--- src/include/irq_consts.svh ---
`ifndef IRQ_CONSTS_SVH
`define IRQ_CONSTS_SVH

// ---------------------------------------------------------------
// Register offsets
// ---------------------------------------------------------------
`define GLOBAL_IRQ_ENABLE_OFS   8'h20
`define ENDPOINT_IRQ_ENABLE_OFS 8'h21
`define PENDING_LO_OFS          8'h22
`define PENDING_HI_OFS          8'h23

// ---------------------------------------------------------------
// Reset values and writable bits
// ---------------------------------------------------------------
`define GLOBAL_IRQ_ENABLE_RST   8'h00
`define ENDPOINT_IRQ_ENABLE_RST 8'h00
`define GLOBAL_IRQ_ENABLE_MASK  8'h7F
`define ENDPOINT_IRQ_ENABLE_MASK 8'h1F

// ---------------------------------------------------------------
// Global enable field positions
// ---------------------------------------------------------------
`define GEN_BUS_RESET_BIT 0
`define GEN_FAST_TMR_BIT  1
`define GEN_SLOW_TMR_BIT  2
`define GEN_HUB_BIT       3
`define GEN_ANALOG_BIT    4
`define GEN_GPIO_BIT      5
`define GEN_SERIAL_BIT    6

// ---------------------------------------------------------------
// Pending high register field positions
// ---------------------------------------------------------------
`define PHI_GIE_BIT   2
`define PHI_SENSE_BIT 7

// ---------------------------------------------------------------
// Sources, vectors, pins
// ---------------------------------------------------------------
`define NUM_SOURCES  12
`define NUM_ENDPOINTS 5
`define GPIO_PINS    8
`define RESET_FETCH_ADDR 16'h0000

// ---------------------------------------------------------------
// Timing
// ---------------------------------------------------------------
`define CLK_PERIOD_NS 5
`define FAST_TIMER_NS 128000
`define SLOW_TIMER_NS 1024000

`endif

--- src/include/irq_pkg.sv ---
`default_nettype none

package irq_pkg;
	typedef enum logic [1:0] {
		SVC_IDLE,
		SVC_CLEAR,
		SVC_CALL
	} svc_state_e;

	typedef logic [3:0]  vec_num_t;
	typedef logic [11:0] src_vec_t;
	typedef logic [15:0] prog_addr_t;
endpackage

`default_nettype wire

--- src/verilog/pending_flag.sv ---
`default_nettype none

module pending_flag (
	// Clock and reset
	input  wire logic clk_sys,
	input  wire logic rst_n,
	// Event and service
	input  wire logic set_evt,
	input  wire logic clr,
	// State
	output logic      pend
);
	// A new event in the clear cycle wins so it is never lost
	always_ff @(posedge clk_sys or negedge rst_n) begin
		if (!rst_n) begin
			pend <= 1'b0;
		end else if (set_evt) begin
			pend <= 1'b1;
		end else if (clr) begin
			pend <= 1'b0;
		end
	end
endmodule

`default_nettype wire

--- src/verilog/timer_tick.sv ---
`default_nettype none

module timer_tick #(
	parameter int PERIOD = 16
) (
	// Clock and reset
	input  wire logic clk_sys,
	input  wire logic rst_n,
	// Periodic pulse
	output logic      tick
);
	localparam int CW = $clog2(PERIOD + 1);

	logic [CW-1:0] cnt_r;
	logic          wrap;

	assign wrap = (cnt_r == CW'(PERIOD - 1));

	always_ff @(posedge clk_sys or negedge rst_n) begin
		if (!rst_n) begin
			cnt_r <= '0;
			tick  <= 1'b0;
		end else begin
			cnt_r <= wrap ? '0 : cnt_r + CW'(1);
			tick  <= wrap;
		end
	end
endmodule

`default_nettype wire

--- src/verilog/usb_mcu_interrupt_controller.sv ---
// Local design decision: the strobed register port.

`include "irq_consts.svh"

`default_nettype none

module usb_mcu_interrupt_controller #(
	parameter int FAST_TICK_CYCLES = `FAST_TIMER_NS / `CLK_PERIOD_NS,
	parameter int SLOW_TICK_CYCLES = `SLOW_TIMER_NS / `CLK_PERIOD_NS
) (
	// Clock and reset
	input  wire logic                         clk_sys,
	input  wire logic                         rst_n,
	// Register port
	input  wire logic [7:0]                   reg_addr,
	input  wire logic [7:0]                   reg_wdata,
	input  wire logic                         reg_wr,
	input  wire logic                         reg_rd,
	output logic      [7:0]                   reg_rdata,
	// Pins from outside the clock domain
	input  wire logic                         upstream_se0,
	input  wire logic [`GPIO_PINS-1:0]        gpio_pin_in,
	// Source event pulses and the parallel host port select
	input  wire logic [`NUM_ENDPOINTS-1:0]    ep_evt,
	input  wire logic                         hub_evt,
	input  wire logic                         analog_evt,
	input  wire logic                         parallel_host_port_evt,
	input  wire logic                         serial_evt,
	input  wire logic                         parallel_host_port_en,
	// CPU core
	input  wire logic                         cpu_instr_done,
	input  wire logic                         irq_ack,
	input  wire logic                         disable_irq_instr,
	input  wire logic                         enable_irq_instr,
	input  wire logic                         return_from_irq_instr,
	output logic                              irq_req,
	output logic      [3:0]                   irq_vec_num,
	output logic                              call_req,
	output logic      [15:0]                  call_addr,
	output logic                              global_irq_flag,
	output logic                              irq_pending_sense
);

	// ---------------------------------------------------------------
	// Register port
	// ---------------------------------------------------------------
	logic [7:0]  glob_en_r;
	logic [7:0]  ep_en_r;
	logic [7:0]  rdata_nxt;
	logic        wr_glob;
	logic        wr_ep;
	logic        gie_r;
	irq_pkg::src_vec_t pending_q;

	assign wr_glob = reg_wr && (reg_addr == `GLOBAL_IRQ_ENABLE_OFS);
	assign wr_ep   = reg_wr && (reg_addr == `ENDPOINT_IRQ_ENABLE_OFS);

	// Reserved bits and unmapped offsets read as zero
	assign rdata_nxt =
		(reg_addr == `GLOBAL_IRQ_ENABLE_OFS)   ? glob_en_r :
		(reg_addr == `ENDPOINT_IRQ_ENABLE_OFS) ? ep_en_r :
		(reg_addr == `PENDING_LO_OFS)          ? pending_q[7:0] :
		(reg_addr == `PENDING_HI_OFS)          ?
			{irq_pending_sense, 2'h0, 1'b0, 1'b0, gie_r, 2'h0} | {4'h0, pending_q[11:8]} :
		8'h00;

	always_ff @(posedge clk_sys or negedge rst_n) begin
		if (!rst_n) begin
			glob_en_r <= `GLOBAL_IRQ_ENABLE_RST;
			ep_en_r   <= `ENDPOINT_IRQ_ENABLE_RST;
			reg_rdata <= 8'h00;
		end else begin
			if (wr_glob) begin
				glob_en_r <= reg_wdata & `GLOBAL_IRQ_ENABLE_MASK;
			end
			if (wr_ep) begin
				ep_en_r <= reg_wdata & `ENDPOINT_IRQ_ENABLE_MASK;
			end
			// Data stand only in the cycle after the read strobe
			reg_rdata <= reg_rd ? rdata_nxt : 8'h00;
		end
	end

	// ---------------------------------------------------------------
	// Pin synchronisers
	// ---------------------------------------------------------------
	// Bit 8 carries SE0, bits 7..0 the GPIO pins. A change counts once
	// the second and third stages agree, which rejects a single-cycle
	// metastable glitch at the cost of one more cycle of latency.
	localparam int PIN_W = `GPIO_PINS + 1;

	logic [PIN_W-1:0] pin_s1_r;
	logic [PIN_W-1:0] pin_s2_r;
	logic [PIN_W-1:0] pin_s3_r;
	logic [PIN_W-1:0] pin_stable_r;
	logic [1:0]       pin_fill_r;
	logic [PIN_W-1:0] pin_agree;
	logic [PIN_W-1:0] pin_change;
	logic             se0_released;
	logic             gpio_edge;

	assign pin_agree    = ~(pin_s2_r ^ pin_s3_r);
	assign pin_change   = pin_agree & (pin_s3_r ^ pin_stable_r) & {PIN_W{&pin_fill_r}};
	assign se0_released = pin_change[PIN_W-1] && !pin_s3_r[PIN_W-1];
	assign gpio_edge    = |pin_change[`GPIO_PINS-1:0];

	always_ff @(posedge clk_sys or negedge rst_n) begin
		if (!rst_n) begin
			pin_s1_r     <= '0;
			pin_s2_r     <= '0;
			pin_s3_r     <= '0;
			pin_stable_r <= '0;
			pin_fill_r   <= 2'h0;
		end else begin
			pin_s1_r <= {upstream_se0, gpio_pin_in};
			pin_s2_r <= pin_s1_r;
			pin_s3_r <= pin_s2_r;
			// Stable tracks stage two until the chain fills: no false edge after reset
			if (!(&pin_fill_r)) begin
				pin_fill_r   <= pin_fill_r + 2'h1;
				pin_stable_r <= pin_s2_r;
			end else begin
				pin_stable_r <= (pin_stable_r & ~pin_agree) | (pin_s3_r & pin_agree);
			end
		end
	end

	// ---------------------------------------------------------------
	// Timers
	// ---------------------------------------------------------------
	logic fast_tick;
	logic slow_tick;

	timer_tick #(
		.PERIOD (FAST_TICK_CYCLES)
	) u_fast_timer (
		.clk_sys (clk_sys),
		.rst_n   (rst_n),
		.tick    (fast_tick)
	);

	timer_tick #(
		.PERIOD (SLOW_TICK_CYCLES)
	) u_slow_timer (
		.clk_sys (clk_sys),
		.rst_n   (rst_n),
		.tick    (slow_tick)
	);

	// ---------------------------------------------------------------
	// Source events and pending flip-flops
	// ---------------------------------------------------------------
	irq_pkg::src_vec_t set_evt;
	irq_pkg::src_vec_t clr_mask;
	irq_pkg::src_vec_t en_vec;
	irq_pkg::src_vec_t req_vec;
	logic              pin_port_evt;

	// Parallel host port owns the pin vector and blocks the GPIO pin edges; an SE0 release still sets bus reset
	assign pin_port_evt = parallel_host_port_en ? parallel_host_port_evt : gpio_edge;

	// Index i serves vector i + 1
	assign set_evt = {serial_evt, pin_port_evt, analog_evt, hub_evt,
		ep_evt, slow_tick, fast_tick, se0_released};

	assign en_vec = {glob_en_r[`GEN_SERIAL_BIT], glob_en_r[`GEN_GPIO_BIT],
		glob_en_r[`GEN_ANALOG_BIT], glob_en_r[`GEN_HUB_BIT],
		ep_en_r[`NUM_ENDPOINTS-1:0], glob_en_r[`GEN_SLOW_TMR_BIT],
		glob_en_r[`GEN_FAST_TMR_BIT], glob_en_r[`GEN_BUS_RESET_BIT]};

	assign req_vec = pending_q & en_vec;

	genvar gi;
	generate
		for (gi = 0; gi < `NUM_SOURCES; gi++) begin : g_pend
			pending_flag u_pend (
				.clk_sys (clk_sys),
				.rst_n   (rst_n),
				.set_evt (set_evt[gi]),
				.clr     (clr_mask[gi]),
				.pend    (pending_q[gi])
			);
		end
	endgenerate

	// ---------------------------------------------------------------
	// Priority encoder
	// ---------------------------------------------------------------
	irq_pkg::vec_num_t win_num;

	always_comb begin
		win_num = 4'h0;
		// Walk downward so the lowest index, the highest priority, wins
		for (int i = `NUM_SOURCES - 1; i >= 0; i--) begin
			if (req_vec[i]) begin
				win_num = 4'(i + 1);
			end
		end
	end

	assign irq_req           = gie_r && (|req_vec);
	assign irq_vec_num       = win_num;
	assign global_irq_flag   = gie_r;
	assign irq_pending_sense = |pending_q;

	// ---------------------------------------------------------------
	// Service sequence
	// ---------------------------------------------------------------
	irq_pkg::svc_state_e state_r;
	irq_pkg::svc_state_e state_nxt;
	irq_pkg::vec_num_t   vec_r;
	logic                take;
	logic                boot_r;

	// Only at an instruction boundary, so no instruction is split
	assign take = (state_r == irq_pkg::SVC_IDLE) && irq_ack && irq_req
		&& cpu_instr_done;

	always_comb begin
		clr_mask = '0;
		if (state_r == irq_pkg::SVC_CLEAR) begin
			clr_mask[vec_r - 4'h1] = 1'b1;
		end
	end

	always_comb begin
		case (state_r)
			irq_pkg::SVC_IDLE:  state_nxt = take ? irq_pkg::SVC_CLEAR : irq_pkg::SVC_IDLE;
			irq_pkg::SVC_CLEAR: state_nxt = irq_pkg::SVC_CALL;
			irq_pkg::SVC_CALL:  state_nxt = irq_pkg::SVC_IDLE;
			default:            state_nxt = irq_pkg::SVC_IDLE;
		endcase
	end

	always_ff @(posedge clk_sys or negedge rst_n) begin
		if (!rst_n) begin
			state_r <= irq_pkg::SVC_IDLE;
			vec_r   <= 4'h0;
		end else begin
			state_r <= state_nxt;
			if (take) begin
				vec_r <= win_num;
			end
		end
	end

	// Service always beats a coinciding enable, so the routine starts masked
	always_ff @(posedge clk_sys or negedge rst_n) begin
		if (!rst_n) begin
			gie_r <= 1'b0;
		end else if (take) begin
			gie_r <= 1'b0;
		end else if (disable_irq_instr) begin
			gie_r <= 1'b0;
		end else if (enable_irq_instr || return_from_irq_instr) begin
			gie_r <= 1'b1;
		end
	end

	// The CPU pushes program counter, carry and zero on call_req and
	// nothing else; the stack depth alone bounds nesting.
	always_ff @(posedge clk_sys or negedge rst_n) begin
		if (!rst_n) begin
			boot_r    <= 1'b1;
			call_req  <= 1'b0;
			call_addr <= `RESET_FETCH_ADDR;
		end else begin
			boot_r <= 1'b0;
			if (boot_r) begin
				call_req  <= 1'b1;
				call_addr <= `RESET_FETCH_ADDR;
			end else if (state_r == irq_pkg::SVC_CLEAR) begin
				call_req  <= 1'b1;
				call_addr <= {11'h000, vec_r, 1'b0};
			end else begin
				call_req  <= 1'b0;
			end
		end
	end

	// ---------------------------------------------------------------
	// Assertions
	// ---------------------------------------------------------------
	a_take_clears_gie: assert property (
		@(posedge clk_sys) disable iff (!rst_n)
		take |=> !gie_r ##1 (state_r == irq_pkg::SVC_CALL))
		else $error("global flag not cleared on service");

	a_serviced_cleared: assert property (
		@(posedge clk_sys) disable iff (!rst_n)
		(state_r == irq_pkg::SVC_CLEAR) && !set_evt[vec_r - 4'h1]
		|=> !pending_q[$past(vec_r) - 4'h1])
		else $error("serviced pending bit not cleared");

	a_pending_holds: assert property (
		@(posedge clk_sys) disable iff (!rst_n)
		1'b1 |=> (($past(pending_q) & ~$past(clr_mask)) & ~pending_q) == 12'h000)
		else $error("pending bit dropped without service");

	a_event_sets: assert property (
		@(posedge clk_sys) disable iff (!rst_n)
		(set_evt != 12'h000) |=> ((pending_q & $past(set_evt)) == $past(set_evt)))
		else $error("event lost");

	a_req_gated: assert property (
		@(posedge clk_sys) disable iff (!rst_n)
		irq_req |-> gie_r && irq_vec_num != 4'h0 && ((req_vec & ((12'h001 << irq_vec_num)
			- 12'h001)) == (12'h001 << (irq_vec_num - 4'h1))))
		else $error("request without enabled pending source");

	a_top_priority: assert property (
		@(posedge clk_sys) disable iff (!rst_n)
		(pending_q[0] && glob_en_r[`GEN_BUS_RESET_BIT]) |-> (irq_vec_num == 4'h1))
		else $error("bus reset did not win priority");

	a_call_vector: assert property (
		@(posedge clk_sys) disable iff (!rst_n)
		take |-> ##2 call_req && (call_addr == {11'h000, $past(win_num, 2), 1'b0}))
		else $error("wrong call address");

	a_boundary_only: assert property (
		@(posedge clk_sys) disable iff (!rst_n)
		(state_r == irq_pkg::SVC_IDLE) ##1 (state_r == irq_pkg::SVC_CLEAR)
		|-> $past(cpu_instr_done))
		else $error("service began mid-instruction");

	a_flag_only: assert property (
		@(posedge clk_sys) disable iff (!rst_n)
		(enable_irq_instr && !take && !disable_irq_instr && !wr_glob && !wr_ep)
		|=> gie_r && $stable(glob_en_r) && $stable(ep_en_r))
		else $error("enable instruction misbehaved");

	a_reset_fetch: assert property (
		@(posedge clk_sys) disable iff (!rst_n)
		rst_n && boot_r |=> call_req && (call_addr == 16'h0000))
		else $error("first fetch not at zero");

endmodule

`default_nettype wire

--- config.mk ---
export PLATFORM = sky130hd
export DESIGN_NAME = usb_mcu_interrupt_controller
export DESIGN_NICKNAME = d
export VERILOG_FILES = /design/src/include/irq_pkg.sv /design/src/verilog/pending_flag.sv /design/src/verilog/timer_tick.sv /design/src/verilog/usb_mcu_interrupt_controller.sv
export VERILOG_INCLUDE_DIRS = /design/src /design/src/include
export SDC_FILE = /design/constraint.sdc
export NUM_CORES = 1
export LEC_CHECK = 0
export ABC_AREA = 1
export BUFFER_PORTS_ARGS = -buffer_cell sky130_fd_sc_hd__buf_2
export CORE_ASPECT_RATIO = 0.9
export CORE_MARGIN = 8
export CORE_UTILIZATION = 57
export DETAILED_ROUTE_END_ITERATION = 10
export MAX_ROUTING_LAYER = met4
export PLACE_DENSITY = 0.9
export SYNTH_ARGS = -nofsm -noshare
export SYNTH_HDL_FRONTEND = slang
export SYNTH_SLANG_ARGS = --single-unit
export TNS_END_PERCENT = 100
--- constraint.sdc ---
create_clock -name clk_sys -period 1.8 [get_ports clk_sys]
set_input_delay 0.09 -clock clk_sys [delete_from_list [all_inputs] [get_ports clk_sys]]
set_output_delay 0.09 -clock clk_sys [all_outputs]
set_load 0.1 [all_outputs]
==> impl_metrics.yaml <==
drt:
  viasPerCell: 5.30
  drt_wl_total_um: 13100
  drtIter0Drc: 310
  vias: 4395
  avgRoutedWirePerCell_um: 15.8
  ant_nets: 0
  detail_route.first_pass.iterations: 5
  drcViolationCount: 0
place:
  dpl.cell_count: 746
  gp_congestion: 0.940
  numPortBuffers: 62
  dpl.hpwl_um: 8370
  dp_worst_setup_slack_ns: 0.180
  placedInstanceArea_um2: 5730
layout:
  fillerInstances: 543
  num_antenna_cells: 0
  final_cells: 830
  drive_gt1_frac: 0.246
  final_common_cell: "dfrtp_1"
  fin_nets: 742
  areaGrowthSynthToFinish_pct: 34.0
  final_area_um2: 6930
  most-common-layout-cells: "115 x dfrtp_1, 96 x nand2_1, 70 x inv_1"
pwr:
  intPower_mw: 5.29
  power_switching_mw: 2.03
  p_comb_frac: 0.140
  power_frac_seq: 0.389
  fin_total_pwr_mw: 7.32
  pwr_density_cell_nw_per_um2: 1060
  switching_share: 0.277
  ir_worst_vdd_mv: 0.981
  p_clk_frac: 0.471
  p_leak_nw: 3.41
grt:
  antenna_found_initial: 0
  grt_pass1_vias: 4592
  groute.usage.overall: 0.228
  grt_max_degree: 42
  grt_pass1_wl_um: 21200
  grt-ovfl-total: 0
synth:
  synth_edf_count: 0
  syn-mean-instance-area_um2: 9.24
  async_flop_share: 1.00
  ys_warn_count: 0
  ys_ff_latch: 118
  synth_flop_cell: "dfrtp_1"
  synth_cell_types: 43
  syn_area_um2: 5170
  synth-seq-area-share: 0.571
  synthCells: 560
sta:
  setup_slack_ns: -0.120
  fin_crit_ns: 1.92
  min_period_over_period: 1.07
  rsz0062_at_grt: "yes"
  setup_viol: 5
  slew_headroom: 0.630
  drv_slew: 0
  hold_viol: 0
  skew_ns: 0.00703
  tightestPinTransition_ns: 0.555
  fmax_ghz: 0.521
floorplanning:
  num_rows: 33
  pin_count: 76
  die_x_um: 116
  core_area_um2: 8960
  die_area_um2: 12400
  dieHeight_um: 106
  start_util: 0.578
worst_setup_path:
  crit_start: "glob_en_r[4]$_DFFE_PN0P_"
  max_stage_delay_ns: 0.43
  r2r-end: "g_pend[0].u_pend.pend$_DFFE_PN0P_"
  cp_max_fo: 3
  path_common_cell: "nand2_2"
  worst-setup-path-type: "reg2out"
  slowest_stage: "dfrtp_1"
  path_cells: "nand2_2 -> nand2_2 -> nor3b_4 -> buf_4 -> nor4_4 -> buf_12"
  cp.depth: 6
  crit_family: "simple AND/OR/NAND/NOR gates"
  reg2reg_depth: 8
  start_kind: "flop"
  cp-end-kind: "output port"
  worst-path-buf-inv: 2
  rrSetupSlack_ns: 0.13
  timing.rr.start: "vec_r[1]$_DFFE_PN0P_"
  worstPathRequired_ns: 1.71
  crit_arrival_ns: 1.83
  endpoint: "irq_vec_num[3]"
job:
  drv_cap: 0
clocking:
  numCtsBuffers: 17
  cts_buffer_depth: 2
  path_clk_slew_ns: 0.06
  cts_tree: "done"
  cts_sinks: 118
  insertion_delay_ns: 0.51
  htreeDepth: 4
  cts_root_buffer: "clkbuf_8"
status:
  status: "finished, violations left"
  violations: "negative setup slack"
worst_hold_path:
  min_path_type: "in2reg"
[metrics by stage]
stage / TNS, ns / hold WS, ns / utilization
final: -0.344 / 0.0340 / 0.774
after global routing: -0.887 / 0.0609 / 0.774
after detailed placement: 0 / 0.107 / 0.640
after global placement: 0 / 0.0995 / 0.640
after floorplan: -0.549 / -0.206 / -
after CTS: -0.454 / 0.00815 / 0.767
[power groups by stage]
stage / combinational (mW) / sequential, mW / clock [mW]
after floorplan: 0.571 / 2.90 / 0
after global placement: 0.851 / 2.88 / 0
after detailed placement: 0.875 / 2.88 / 0
after CTS: 1.01 / 2.84 / 3.49
after global routing: 1.10 / 2.86 / 3.62
final: 1.02 / 2.85 / 3.45
[worst min-delay path by stage]
stage,startpoint,to,slack [ns],depth (start not counted)
finish,reg_addr[1],reg_rdata[7]$_DFF_PN0_,0.03,5
global route,reg_addr[1],reg_rdata[7]$_DFF_PN0_,0.06,5
CTS,reg_addr[1],reg_rdata[7]$_DFF_PN0_,0.008,5
detailed placement,rst_n,reg_rdata[0]$_DFF_PN0_,0.11,1
global placement,rst_n,global_irq_flag$_DFFE_PN0P_,0.1,1
floorplan,rst_n,asynchronous set/reset pin,-0.21,0
[cells by family after synthesis]
| group | synth area share |
|---|---|
| XOR/XNOR | 0.0322 |
| multiplexers | 0.00629 |
| adder cells (fa/ha/maj) | 0.00725 |
| flip-flops | 0.571 |
| AO/OA/AOI/OAI | 0.0970 |
| buffers and inverters | 0.0793 |
| other | 0.000725 |
| AND/OR/NAND/NOR | 0.206 |
[metal layers]
layer	GRT usage	wire, um
met5	-	0
met4	0.0999	365
met2	0.396	6930
met1	0.239	4970
met3	0.0589	856
[state kept, by name, summed over array words and instances, names as in the netlist, 4 cells and up, named ones only]
signal,cells
g_pend.u_pend.pend,12
reg_rdata,8
vec_r,4
u_fast_timer.cnt_r,15
pin_s1_r,9
pin_s3_r,9
glob_en_r,7
u_slow_timer.cnt_r,18
call_addr,4
ep_en_r,5
pin_s2_r,9
[cell usage after synthesis (3+ instances only)]
library cell | instances | area, um2
a21o_1 | 3 | 22.5
a21oi_1 | 19 | 95.1
a31oi_1 | 5 | 31.3
buf_4 | 13 | 97.6
dfrtp_1 | 117 | 2930
ha_1 | 3 | 37.5
inv_1 | 74 | 278
inv_2 | 5 | 18.8
nand2_1 | 113 | 424
nand2_2 | 5 | 31.3
nand3_1 | 27 | 135
nand4_1 | 7 | 43.8
nor2_1 | 34 | 128
nor2_2 | 3 | 18.8
nor2_4 | 3 | 33.8
nor3_1 | 9 | 45.0
nor4_1 | 11 | 68.8
o21ai_0 | 53 | 265
o21ai_1 | 6 | 30.0
o31ai_1 | 4 | 30.0
or2_2 | 4 | 25.0
xnor2_1 | 6 | 52.6
xor2_1 | 13 | 114
[final cells by class]
| cell class | instances | area, um2 | share of cell area |
|---|---|---|---|
| Multi-Input combinational cell | 358 | 1960 | 0.282 |
| Clock inverter | 13 | 171 | 0.0247 |
| Timing Repair Buffer | 120 | 946 | 0.136 |
| Clock buffer | 19 | 442 | 0.0637 |
| Sequential cell | 118 | 2960 | 0.427 |
| Inverter | 80 | 307 | 0.0442 |
| Tap cell | 122 | 153 | 0.0220 |
[worst register-to-register path, cell delays in order, from the launching register on]
cell and delay, ns:
dfrtp_1 0.42, nor2_1 0.25, nor2_1 0.11, nor2_1 0.13, inv_1 0.07, nor2_1 0.13
inv_1 0.08, o21ai_0 0.22, o31ai_1 0.12
[repair_timing]
| action | in CTS | in global routing |
|---|---|---|
| hold buffers | 38 | 0 |
| pin swaps | 9 | 5 |
| endpoints found under the hold margin | 109 | 0 |
| resized for setup | 19 | 14 |
| buffers inserted | 12 | 2 |
| endpoints found under the setup margin | 6 | 7 |
No activity file was read; power rests on OpenSTA's default activity.
